### config.mk
export PLATFORM = sky130hd
export DESIGN_NAME = urm_serial_regs
export DESIGN_NICKNAME = d
export VERILOG_FILES = /design/src/verilog/urm_pkg.sv /design/src/verilog/urm_serial_regs.sv
export SDC_FILE = /design/constraint.sdc
export NUM_CORES = 1
export LEC_CHECK = 0
export BUFFER_PORTS_ARGS = -buffer_cell sky130_fd_sc_hd__buf_2
export CAP_MARGIN = 30
export CORE_ASPECT_RATIO = 1.4
export CORE_MARGIN = 1
export CORE_UTILIZATION = 55
export CTS_CLUSTER_DIAMETER = 60
export DETAILED_ROUTE_END_ITERATION = 10
export PLACE_DENSITY = 0.9
export SYNTH_ARGS = -nofsm -noshare
export SYNTH_HDL_FRONTEND = slang
export SYNTH_SLANG_ARGS = --single-unit
### constraint.sdc
create_clock -name clk -period 2 [get_ports clk]
set_clock_uncertainty 0.1 [all_clocks]
set_input_delay 0.6 -clock clk [delete_from_list [all_inputs] [get_ports clk]]
set_output_delay 0.6 -clock clk [all_outputs]
set_load 0.01 [all_outputs]
### src/verilog/urm_pkg.sv
// constants and carrier types for the serial channel register set
// assumes one clock; the serial shifter and baud timer live outside
// How it works
// RULE_01 - enable bit 0 gates received data
// RULE_02 - enable bit 1 gates holding empty
// RULE_03 - enable bit 2 gates line errors
// RULE_04 - enable bit 3 gates modem changes
// RULE_05 - enable bits 4-7 ignored, read zero
// RULE_06 - all enables clear keeps interrupt quiet
// RULE_07 - any enabled pending source raises interrupt
// RULE_08 - data bit 0 is first serial bit
// RULE_09 - line control top bit selects divisor
// RULE_10 - three address lines pick eight offsets
// RULE_11 - identification bit 0 low when pending
// RULE_12 - priority: line, rx data, tx, modem
// RULE_13 - scratch byte stores and returns writes
package urm_pkg;
    // register offsets on the three address lines
    localparam logic [2:0] OFS_DATA      = 3'h0;
    localparam logic [2:0] OFS_ENABLE    = 3'h1;
    localparam logic [2:0] OFS_IDENT     = 3'h2;
    localparam logic [2:0] OFS_LINE_CTL  = 3'h3;
    localparam logic [2:0] OFS_MODEM_CTL = 3'h4;
    localparam logic [2:0] OFS_LINE_STAT = 3'h5;
    localparam logic [2:0] OFS_MODEM_ST  = 3'h6;
    localparam logic [2:0] OFS_SCRATCH   = 3'h7;

    // interrupt enable bit positions, then the line control divisor select bit
    localparam int IE_RX  = 0;
    localparam int IE_TX  = 1;
    localparam int IE_LS  = 2;
    localparam int IE_MS  = 3;
    localparam int DIVISOR_SELECT_BIT = 7;

    // values after reset
    localparam logic [3:0] IER_RESET   = 4'h0;
    localparam logic [7:0] LCR_RESET   = 8'h00;
    localparam logic [4:0] MCR_RESET   = 5'h00;
    localparam logic [7:0] BYTE_RESET  = 8'h00;
    localparam logic [7:0] IIR_NONE    = 8'h01;

    // identification codes in bits 2..0
    localparam logic [2:0] ID_NONE = 3'h1;
    localparam logic [2:0] ID_LS   = 3'h6;
    localparam logic [2:0] ID_RX   = 3'h4;
    localparam logic [2:0] ID_TX   = 3'h2;
    localparam logic [2:0] ID_MS   = 3'h0;

    // one received character with its error flags from the shifter
    typedef struct packed {
        logic       valid;
        logic [7:0] data;
        logic       parity_err;
        logic       framing_err;
        logic       break_seen;
    } urm_rx_char_t;

    // modem inputs, active high
    typedef struct packed {
        logic dcd;
        logic ri;
        logic dsr;
        logic cts;
    } urm_modem_in_t;

    // character format handed to the shifter
    typedef struct packed {
        logic       set_break;
        logic       stick_parity;
        logic       even_parity;
        logic       parity_en;
        logic       stop_bits;
        logic [1:0] word_len;
    } urm_line_cfg_t;
endpackage : urm_pkg

### src/verilog/urm_serial_regs.sv
// register set and interrupt logic of one asynchronous serial channel
// assumes synchronous one-cycle read/write strobes from the host side
// and a shifter that hands over characters with a valid pulse
`timescale 1ns/10ps
module urm_serial_regs
    import urm_pkg::*;
(
    input  wire logic          clk,                   // 100 MHz clock
    input  wire logic          nrst,                  // async reset
    input  wire logic          ce,                    // clock enable
    input  wire logic [2:0]    addr,                  // register offset
    input  wire logic          rd_strobe,             // read, one cycle
    input  wire logic          wr_strobe,             // write, one cycle
    input  wire logic [7:0]    wr_data,               // write byte
    output logic      [7:0]    rd_data,               // read byte, reg
    output logic               interrupt_request_out, // interrupt, high
    input  urm_rx_char_t       rx_char,               // from shifter
    input  wire logic          tx_take,               // shifter took byte
    input  wire logic          tx_shift_idle,         // shifter empty
    output logic               tx_valid,              // byte waiting
    output logic      [7:0]    tx_data,               // byte to send
    output urm_line_cfg_t      line_cfg,              // char format
    output logic      [15:0]   baud_divisor,          // divisor latch
    input  urm_modem_in_t      modem_in,              // modem lines
    output logic               dtr_n,                 // terminal ready
    output logic               rts_n,                 // request to send
    output logic               out1_n,                // user output 1
    output logic               out2_n,                // user output 2
    output logic               loop_mode              // loopback request
);

    logic [3:0] ier_reg;
    logic [7:0] lcr_reg;
    logic [4:0] mcr_reg;
    logic [7:0] scr_reg;
    logic [7:0] dll_reg;
    logic [7:0] dlm_reg;
    logic [7:0] rbr_reg;
    logic [7:0] thr_reg;
    logic       data_ready_reg;
    logic [3:0] err_reg;       // break, framing, parity, overrun
    logic       tx_holding_empty_reg;
    logic       tx_holding_empty_pend_reg;
    logic [3:0] modem_prev_reg;
    logic       prev_ok_reg;
    logic [3:0] delta_reg;
    logic [7:0] rd_data_reg;
    logic       divisor_access_select;
    logic [3:0] pend;
    logic [3:0] en_pend;
    logic [2:0] cur_id;
    logic       rd_go;
    logic       wr_go;

    // highest enabled source wins the identification code
    function automatic logic [2:0] ident_of(input logic [3:0] p);
        if (p[IE_LS])      ident_of = ID_LS;
        else if (p[IE_RX]) ident_of = ID_RX;
        else if (p[IE_TX]) ident_of = ID_TX;
        else if (p[IE_MS]) ident_of = ID_MS;
        else               ident_of = ID_NONE;
    endfunction

    // true when a strobe hits a given offset
    function automatic logic hit(input logic go, input logic [2:0] a,
                                 input logic [2:0] ofs);
        hit = go && (a == ofs);
    endfunction

    assign rd_go = rd_strobe && ce;
    assign wr_go = wr_strobe && ce;
    assign divisor_access_select = lcr_reg[DIVISOR_SELECT_BIT]; // RULE_09

    // decoded accesses; offsets 0 and 1 swap meaning under the select
    logic rd_rbr, wr_thr, wr_ier, rd_iir, rd_lsr, rd_msr;
    logic wr_dll, wr_dlm;
    assign rd_rbr = hit(rd_go, addr, OFS_DATA) && !divisor_access_select;
    assign wr_thr = hit(wr_go, addr, OFS_DATA) && !divisor_access_select;
    assign wr_ier = hit(wr_go, addr, OFS_ENABLE) && !divisor_access_select;
    assign wr_dll = hit(wr_go, addr, OFS_DATA) && divisor_access_select;
    assign wr_dlm = hit(wr_go, addr, OFS_ENABLE) && divisor_access_select;
    assign rd_iir = hit(rd_go, addr, OFS_IDENT);
    assign rd_lsr = hit(rd_go, addr, OFS_LINE_STAT);
    assign rd_msr = hit(rd_go, addr, OFS_MODEM_ST);

    // software-written configuration
    always_ff @(posedge clk or negedge nrst) begin
        if (!nrst) begin
            ier_reg <= IER_RESET;
            lcr_reg <= LCR_RESET;
            mcr_reg <= MCR_RESET;
            scr_reg <= BYTE_RESET;
            dll_reg <= BYTE_RESET;
            dlm_reg <= BYTE_RESET;
        end else begin
            if (wr_ier)
                ier_reg <= wr_data[3:0];        // RULE_05
            if (hit(wr_go, addr, OFS_LINE_CTL))
                lcr_reg <= wr_data;
            if (hit(wr_go, addr, OFS_MODEM_CTL))
                mcr_reg <= wr_data[4:0];
            if (hit(wr_go, addr, OFS_SCRATCH))
                scr_reg <= wr_data;             // RULE_13
            if (wr_dll)
                dll_reg <= wr_data;             // RULE_09
            if (wr_dlm)
                dlm_reg <= wr_data;             // RULE_09
        end
    end

    // receive side; a new character beats a read in the same cycle
    always_ff @(posedge clk or negedge nrst) begin
        if (!nrst) begin
            rbr_reg        <= BYTE_RESET;
            data_ready_reg <= 1'b0;
            err_reg        <= 4'h0;
        end else if (ce) begin
            if (rx_char.valid) begin
                rbr_reg        <= rx_char.data; // RULE_08
                data_ready_reg <= 1'b1;
            end else if (rd_rbr) begin
                data_ready_reg <= 1'b0;
            end
            // overrun only if the old byte is not being read right now
            err_reg <= (rd_lsr ? 4'h0 : err_reg) |
                       ({4{rx_char.valid}} &
                        {rx_char.break_seen, rx_char.framing_err,
                         rx_char.parity_err, data_ready_reg && !rd_rbr});
        end
    end

    // transmit holding; a host write and a take together leave it full
    always_ff @(posedge clk or negedge nrst) begin
        if (!nrst) begin
            thr_reg  <= BYTE_RESET;
            tx_holding_empty_reg <= 1'b1;
        end else if (ce) begin
            if (wr_thr) begin
                thr_reg  <= wr_data;            // RULE_08
                tx_holding_empty_reg <= 1'b0;
            end else if (tx_take) begin
                tx_holding_empty_reg <= 1'b1;
            end
        end
    end

    // holding-empty interrupt: set on emptying, cleared by a write or
    // by reading identification while it is the reported source
    always_ff @(posedge clk or negedge nrst) begin
        if (!nrst)
            tx_holding_empty_pend_reg <= 1'b0;
        else if (ce) begin
            if (tx_take && !wr_thr && !tx_holding_empty_reg)
                tx_holding_empty_pend_reg <= 1'b1;
            else if (wr_thr || (rd_iir && cur_id == ID_TX))
                tx_holding_empty_pend_reg <= 1'b0;
        end
    end

    // modem change detect; first sample after reset only primes history
    always_ff @(posedge clk or negedge nrst) begin
        if (!nrst) begin
            modem_prev_reg <= 4'h0;
            prev_ok_reg    <= 1'b0;
            delta_reg      <= 4'h0;
        end else if (ce) begin
            modem_prev_reg <= modem_in;
            prev_ok_reg    <= 1'b1;
            // ring reports its trailing edge only
            delta_reg <= (rd_msr ? 4'h0 : delta_reg) |
                ({4{prev_ok_reg}} &
                 {modem_in.dcd ^ modem_prev_reg[3],
                  !modem_in.ri && modem_prev_reg[2],
                  modem_in.dsr ^ modem_prev_reg[1],
                  modem_in.cts ^ modem_prev_reg[0]});
        end
    end

    // pending sources gated by their enables
    assign pend[IE_RX] = data_ready_reg;
    assign pend[IE_TX] = tx_holding_empty_pend_reg;
    assign pend[IE_LS] = |err_reg;
    assign pend[IE_MS] = |delta_reg;
    assign en_pend = pend & ier_reg;            // RULE_01 RULE_02 RULE_03 RULE_04
    assign cur_id  = ident_of(en_pend);         // RULE_12
    assign interrupt_request_out = |en_pend;    // RULE_06 RULE_07

    // read data is captured at the strobe and held until the next read
    always_ff @(posedge clk or negedge nrst) begin
        if (!nrst)
            rd_data_reg <= BYTE_RESET;
        else if (rd_go) begin
            case (addr)                         // RULE_10
                OFS_DATA:
                    rd_data_reg <= divisor_access_select ? dll_reg : rbr_reg;
                OFS_ENABLE:
                    rd_data_reg <= divisor_access_select ? dlm_reg
                                   : {4'h0, ier_reg};       // RULE_05
                OFS_IDENT:     rd_data_reg <= {5'h00, cur_id}; // RULE_11
                OFS_LINE_CTL:  rd_data_reg <= lcr_reg;
                OFS_MODEM_CTL: rd_data_reg <= {3'h0, mcr_reg};
                OFS_LINE_STAT:
                    rd_data_reg <= {1'b0, tx_holding_empty_reg && tx_shift_idle,
                                    tx_holding_empty_reg, err_reg, data_ready_reg};
                OFS_MODEM_ST:  rd_data_reg <= {modem_in, delta_reg};
                OFS_SCRATCH:   rd_data_reg <= scr_reg;  // RULE_13
                default:       rd_data_reg <= BYTE_RESET;
            endcase
        end
    end

    assign rd_data      = rd_data_reg;
    assign tx_valid     = !tx_holding_empty_reg;
    assign tx_data      = thr_reg;
    assign baud_divisor = {dlm_reg, dll_reg};
    assign line_cfg     = lcr_reg[6:0];
    // modem outputs idle high after reset; loop_mode idles low
    assign dtr_n        = !mcr_reg[0];
    assign rts_n        = !mcr_reg[1];
    assign out1_n       = !mcr_reg[2];
    assign out2_n       = !mcr_reg[3];
    assign loop_mode    = mcr_reg[4];
endmodule // urm_serial_regs

# ---- Word-level counts from Yosys, hierarchy flattened
# Index checks and enable logic that the tools add are counted.
dict set report totals {
  mem_bits_ro 0
  latchBits 0
  input_bits 34
  ram_bits 0
  out_inout_bits 46
  mem_count 0
  ff_bits 81
}
dict set report op_classes {
  div 0
  n_mul 0
  shift 0
  mux 15
  order_cmp 0
  n_eq_ne 8
  n_addsub 0
  n_bitwise 8
  n_reduce_logical 44
}
# cell n
set op_table {}
lappend op_table {{$pmux 8 s8} 1}
lappend op_table {{$logic_and 1x1->1} 22}
lappend op_table {{$mux 8} 2}
lappend op_table {{$and 4x4->4} 3}
lappend op_table {{$eq 3x3->1 const B} 4}
lappend op_table {{$reduce_or 4->1} 3}
lappend op_table {{$reduce_and 2->1} 5}
lappend op_table {{$eq 3x2->1 const B} 3}
lappend op_table {{$logic_not 1->1} 9}
lappend op_table {{$mux 4} 2}
lappend op_table {{$or 4x4->4} 2}
lappend op_table {{$mux 1} 7}
lappend op_table {{$mux 3} 2}
lappend op_table {{$reduce_bool 2->1} 3}
lappend op_table {{$eq 3x1->1 const B} 1}
lappend op_table {{$logic_not 3->1} 1}
lappend op_table {{$xor 1x1->1} 3}
lappend op_table {{$mux 2} 1}
lappend op_table {{$logic_or 1x1->1} 1}

# ---- Logic depth before layout (Yosys ltp)
dict set report depth {
  word_depth 11
  mapped_depth 7
  depth_no_buf 4
}

# ---- Worst setup path after synthesis
# No wires, ideal clock.
dict set report synth_timing {
  kind {input-to-reg}
  from {input addr[2]}
  to {register dll_reg[0]}
  t_arrival_ns 1.737
  t_required_ns 1.775
  stages 5
  setup_ns 0.125
  path_buffers 2
  setup_slack_ns 0.038
  cell_sequence {buf_6 or3_4 buf_6 nor2_8 mux2_2}
}
dict set report synth_via {
  elab_chain_len 3
}
# item line_no
set synth_rtl {}
lappend synth_rtl {{start: declaration} urm_serial_regs.sv:11} ;# input wire logic [2:0] addr,
lappend synth_rtl {{$logic_not 3->1} urm_serial_regs.sv:67} ;# hit = go && (a == ofs);
lappend synth_rtl {{$logic_and 1x1->1} urm_serial_regs.sv:67}
lappend synth_rtl {{$logic_and 1x1->1} urm_serial_regs.sv:80} ;# assign wr_dll = hit(wr_go, addr, OFS_DATA) && divisor_access_select;
lappend synth_rtl {{end signal: assignment} urm_serial_regs.sv:105} ;# dll_reg <= wr_data;
lappend synth_rtl {{end: declaration} urm_serial_regs.sv:36} ;# logic [7:0] dll_reg;
# No other way between the ends.
# A chain may end at the register's enable or synchronous reset.

# ---- Worst setup path in the final report
dict set report layout_timing {
  from {register delta_reg[0]}
  to {output interrupt_request_out}
}
dict set report layout_via {
  elab_chain_len 3
}
# item line_no
set layout_rtl {}
lappend layout_rtl {{start: declaration} urm_serial_regs.sv:46} ;# logic [3:0] delta_reg;
lappend layout_rtl {{start signal: assignment} urm_serial_regs.sv:170} ;# delta_reg <= (rd_msr ? 4'h0 : delta_reg) |
lappend layout_rtl {{$reduce_or 4->1} urm_serial_regs.sv:183} ;# assign pend[IE_MS] = |delta_reg;
lappend layout_rtl {{$and 4x4->4} urm_serial_regs.sv:184} ;# assign en_pend = pend & ier_reg;
lappend layout_rtl {{$reduce_or 4->1} urm_serial_regs.sv:186} ;# assign interrupt_request_out = |en_pend;
lappend layout_rtl {{end: declaration} urm_serial_regs.sv:16} ;# output logic interrupt_request_out,
# No other way between the ends.

==> run_results.csv <==
group,metric,value,unit
timing,fin_crit,2.36,ns
pwr,power_density,928,nW/µm²
pwr,total_leakage_power,0.00240,µW
floorplan,initial_core_util,56.9,%
clock_tree,hold_buffers,0,
finish,antenna_cells,0,
timing,post-route-period-util,118,%
global_routing,grt_pass1_vias,3176,
synthesis,yosysUniqueCellTypes,53,
critical_path,crit_arrival,1.66,ns
finish,drive_gt1_share,51.1,%
synthesis,synth_fp_nets,360,
critical_path,crit_type,"register to output pin",
timing,hold_slack,0.0620,ns
timing,worst_slew_margin_rel,67.5,%
flow_run,max_cap_violations,0,
synthesis,synth-xor-area-share,0.666,%
clock_tree,cts_made_buffers,9,
critical_path,cp.required,1.30,ns
drt,routed_wl,10500,µm
synthesis,synth_adder_area_share,0,%
timing,hold_viol_final,0,
synthesis,synth-seq-cells,81,
global_routing,grt_max_degree,32,
outcome,status,"finished, violations left",
finish,final_util,71.8,%
clock_tree,cts_root_buf,"clkbuf_8",
drt,num_vias,3146,
finish,nets,484,
critical_path,crit_path_start_kind,"register",
pwr,ir_worst_vdd,0.718,mV
drt,first_pass_iters,4,
finish,area_growth,26.2,%
outcome,violations,"setup timing",
global_routing,antenna_found_initial,0,
synthesis,yosys_warnings,0,
global_routing,grt_pass1_wl,16200,µm
synthesis,avgSynthCellArea,12.1,µm²
finish,fillCellCount,509,
synthesis,synth_mux_area_share,21.2,%
synthesis,ys_seq_area_share,51.4,%
drt,drc_errors,0,
timing,setup_slack,-0.365,ns
drt,wl_per_cell,19.1,µm
drt,route.antenna.remaining_nets,0,
clock_tree,cts_sinks,81,
clock_tree,clockBufferDepth,2,
synthesis,synth_compound_area_share,10.4,%
synthesis,synth_top_family_by_area,"multiplexers",
timing,setup_viol,2,
timing,tns,-0.690,ns
critical_path,rr_worst_depth,12,
place,port_buffers,79,
clock_tree,cts_tree,"built",
timing,slew_viol_final,0,
floorplan,core,6940,µm²
clock_tree,htree_levels,3,
min_path,hold_path.class,"primary input to async pin",
pwr,p_total,4620,µW
timing,grt_setup_unrepaired,"true",
place,place_hpwl,7870,µm
synthesis,synthCells,326,
drt,dr.first_iter.drc_count,281,
clock_tree,clk_pin_slew_worst_paths,0.08,ns
critical_path,worstPathMaxFanout,2,
clock_tree,insertion_delay,0.36,ns
synthesis,netlist_area,3950,µm²
critical_path,endpoint_kind,"output pin",
global_routing,grt-ovfl-total,0,
floorplan,io_pins,80,
place,place_congestion,0.934,
synthesis,yosys.area_share.simple,11.5,%
timing,worstMarginPinSlew,0.486,ns
floorplan,die_w,73.6,µm
floorplan,dieArea,7520,µm²
floorplan,rows,36,
global_routing,grt_usage,30.2,%
timing,fmax,423,MHz
drt,via_per_inst,5.73,
floorplan,die_y,102,µm
stage by stage:
| step | cells | setup slack (ns) | area [µm²] |
|---|---|---|---|
| floorplan | 326 | 0.0382 | 3950 |
| global placement | 525 | -0.0907 | 4700 |
| detailed placement | 525 | -0.107 | 4700 |
| CTS | 549 | -0.372 | 4960 |
| global route | 549 | -0.457 | 4980 |
| finish | 549 | -0.365 | 4980 |
cell families (layout without fill, tap and decap cells):
group	count (synthesis)	in the layout
buf+inv	30	158
xor+xnor	3	3
simple gates	88	88
flops	81	81
compound gates	52	52
mux	72	72
where the power goes:
part	total (µW)	internal (µW)	switching, µW
combinational	1320	697	627
sequential	2190	1950	246
clock	1110	544	564
total	4620	3190	1440
layout make-up:
class	instances	area (µm²)	area share, %
flip-flops and latches	81	2030	40.7
clock inverters	2	12.5	0.251
inverters	6	22.5	0.452
multi-input cells	215	1760	35.3
repair buffers	137	875	17.6
well taps	95	119	2.39
clock buffers	13	169	3.39
Yosys cell counts (all sizes together):
cell type	number	area, µm²
nand2b	1	6.26
a221oi	6	52.6
a2bb2oi	1	8.76
mux2i	6	60.1
a21o	1	7.51
clkbuf	3	11.3
nor3b	3	33.8
or2	1	6.26
a32o	3	30.0
nand2	50	188
o21ai	12	60.1
a22oi	2	20.0
xnor2	3	26.3
and2	2	12.5
nand3	10	55.1
o41ai	1	8.76
buf	21	156
mux2	63	709
a211oi	2	15.0
o31ai	2	15.0
a2111oi	2	42.5
a21boi	1	7.51
or3	2	17.5
nor3	2	21.3
dfrtp	80	2000
nor2	7	45.1
o2111ai	1	8.76
nor4	1	12.5
or4	1	7.51
o2bb2ai	3	26.3
mux4	3	67.6
a21oi	8	40.0
a22o	3	26.3
dfstp	1	26.3
o211a	1	10.0
nor2b	6	37.5
nand4	2	12.5
a311oi	1	15.0
o21a	1	7.51
inv	6	22.5
o221ai	1	8.76
per-layer routing:
metal  share of wire, %  track usage [%]  up-vias  routed length [µm]
li1                   -                -     1416                   -
met1                 41             38.1     1572                4260
met2                 51             49.8      134                5350
met3                5.1             6.51       24                 532
met4                3.2             13.5        0                 336
met5                  0                0        -                   0
layout by cell type, fill, tap and decap left out, types with 2 or more instances in the layout:
master,netlist,layout
o31ai_1,2,2
a22o_1,3,3
nor2_1,5,5
dfrtp_1,80,80
buf_12,0,3
a32o_1,3,3
nand2_1,50,50
buf_2,5,78
mux2_2,62,62
nand3_2,1,2
mux2i_1,6,6
clkbuf_8,0,12
a21oi_1,8,8
nor2b_1,6,6
o2bb2ai_1,3,3
o21ai_0,12,12
a221oi_1,6,6
inv_1,6,6
a211oi_1,2,2
xnor2_1,3,3
nand4_1,2,2
nor3b_1,2,2
mux4_2,3,3
and2_1,2,2
nand3_1,9,8
buf_4,11,55
worst paths after layout:
check	from	endpoint	slack, ns
worst max-delay path	delta_reg[0]	interrupt_request_out	-0.36
worst min-delay path	nrst	rd_data[5]	0.06
worst max register to register	delta_reg[0]	rd_data[0]	-0.33
worst min register to register	rd_data[6]	rd_data[6]	0.39
max in group asynchronous	nrst	dll_reg[0]	1.18
min in group clk	rx_char[8]	rbr_reg[5]	0.37
worst max-delay path, stage by stage, from the launching register on:
cell,delay [ns]
dfrtp_1,0.39
or4_4,0.54
a22oi_2,0.16
nand2_1,0.08
buf_2,0.14
timing repair:
item / 4_1_cts / 5_1_grt
gates resized for setup: 2 / 3
pin swaps: 4 / 0
buffers inserted: 9 / 0
setup endpoints to repair: 1 / 2
Note: power is estimated with default switching activity, not from simulation.
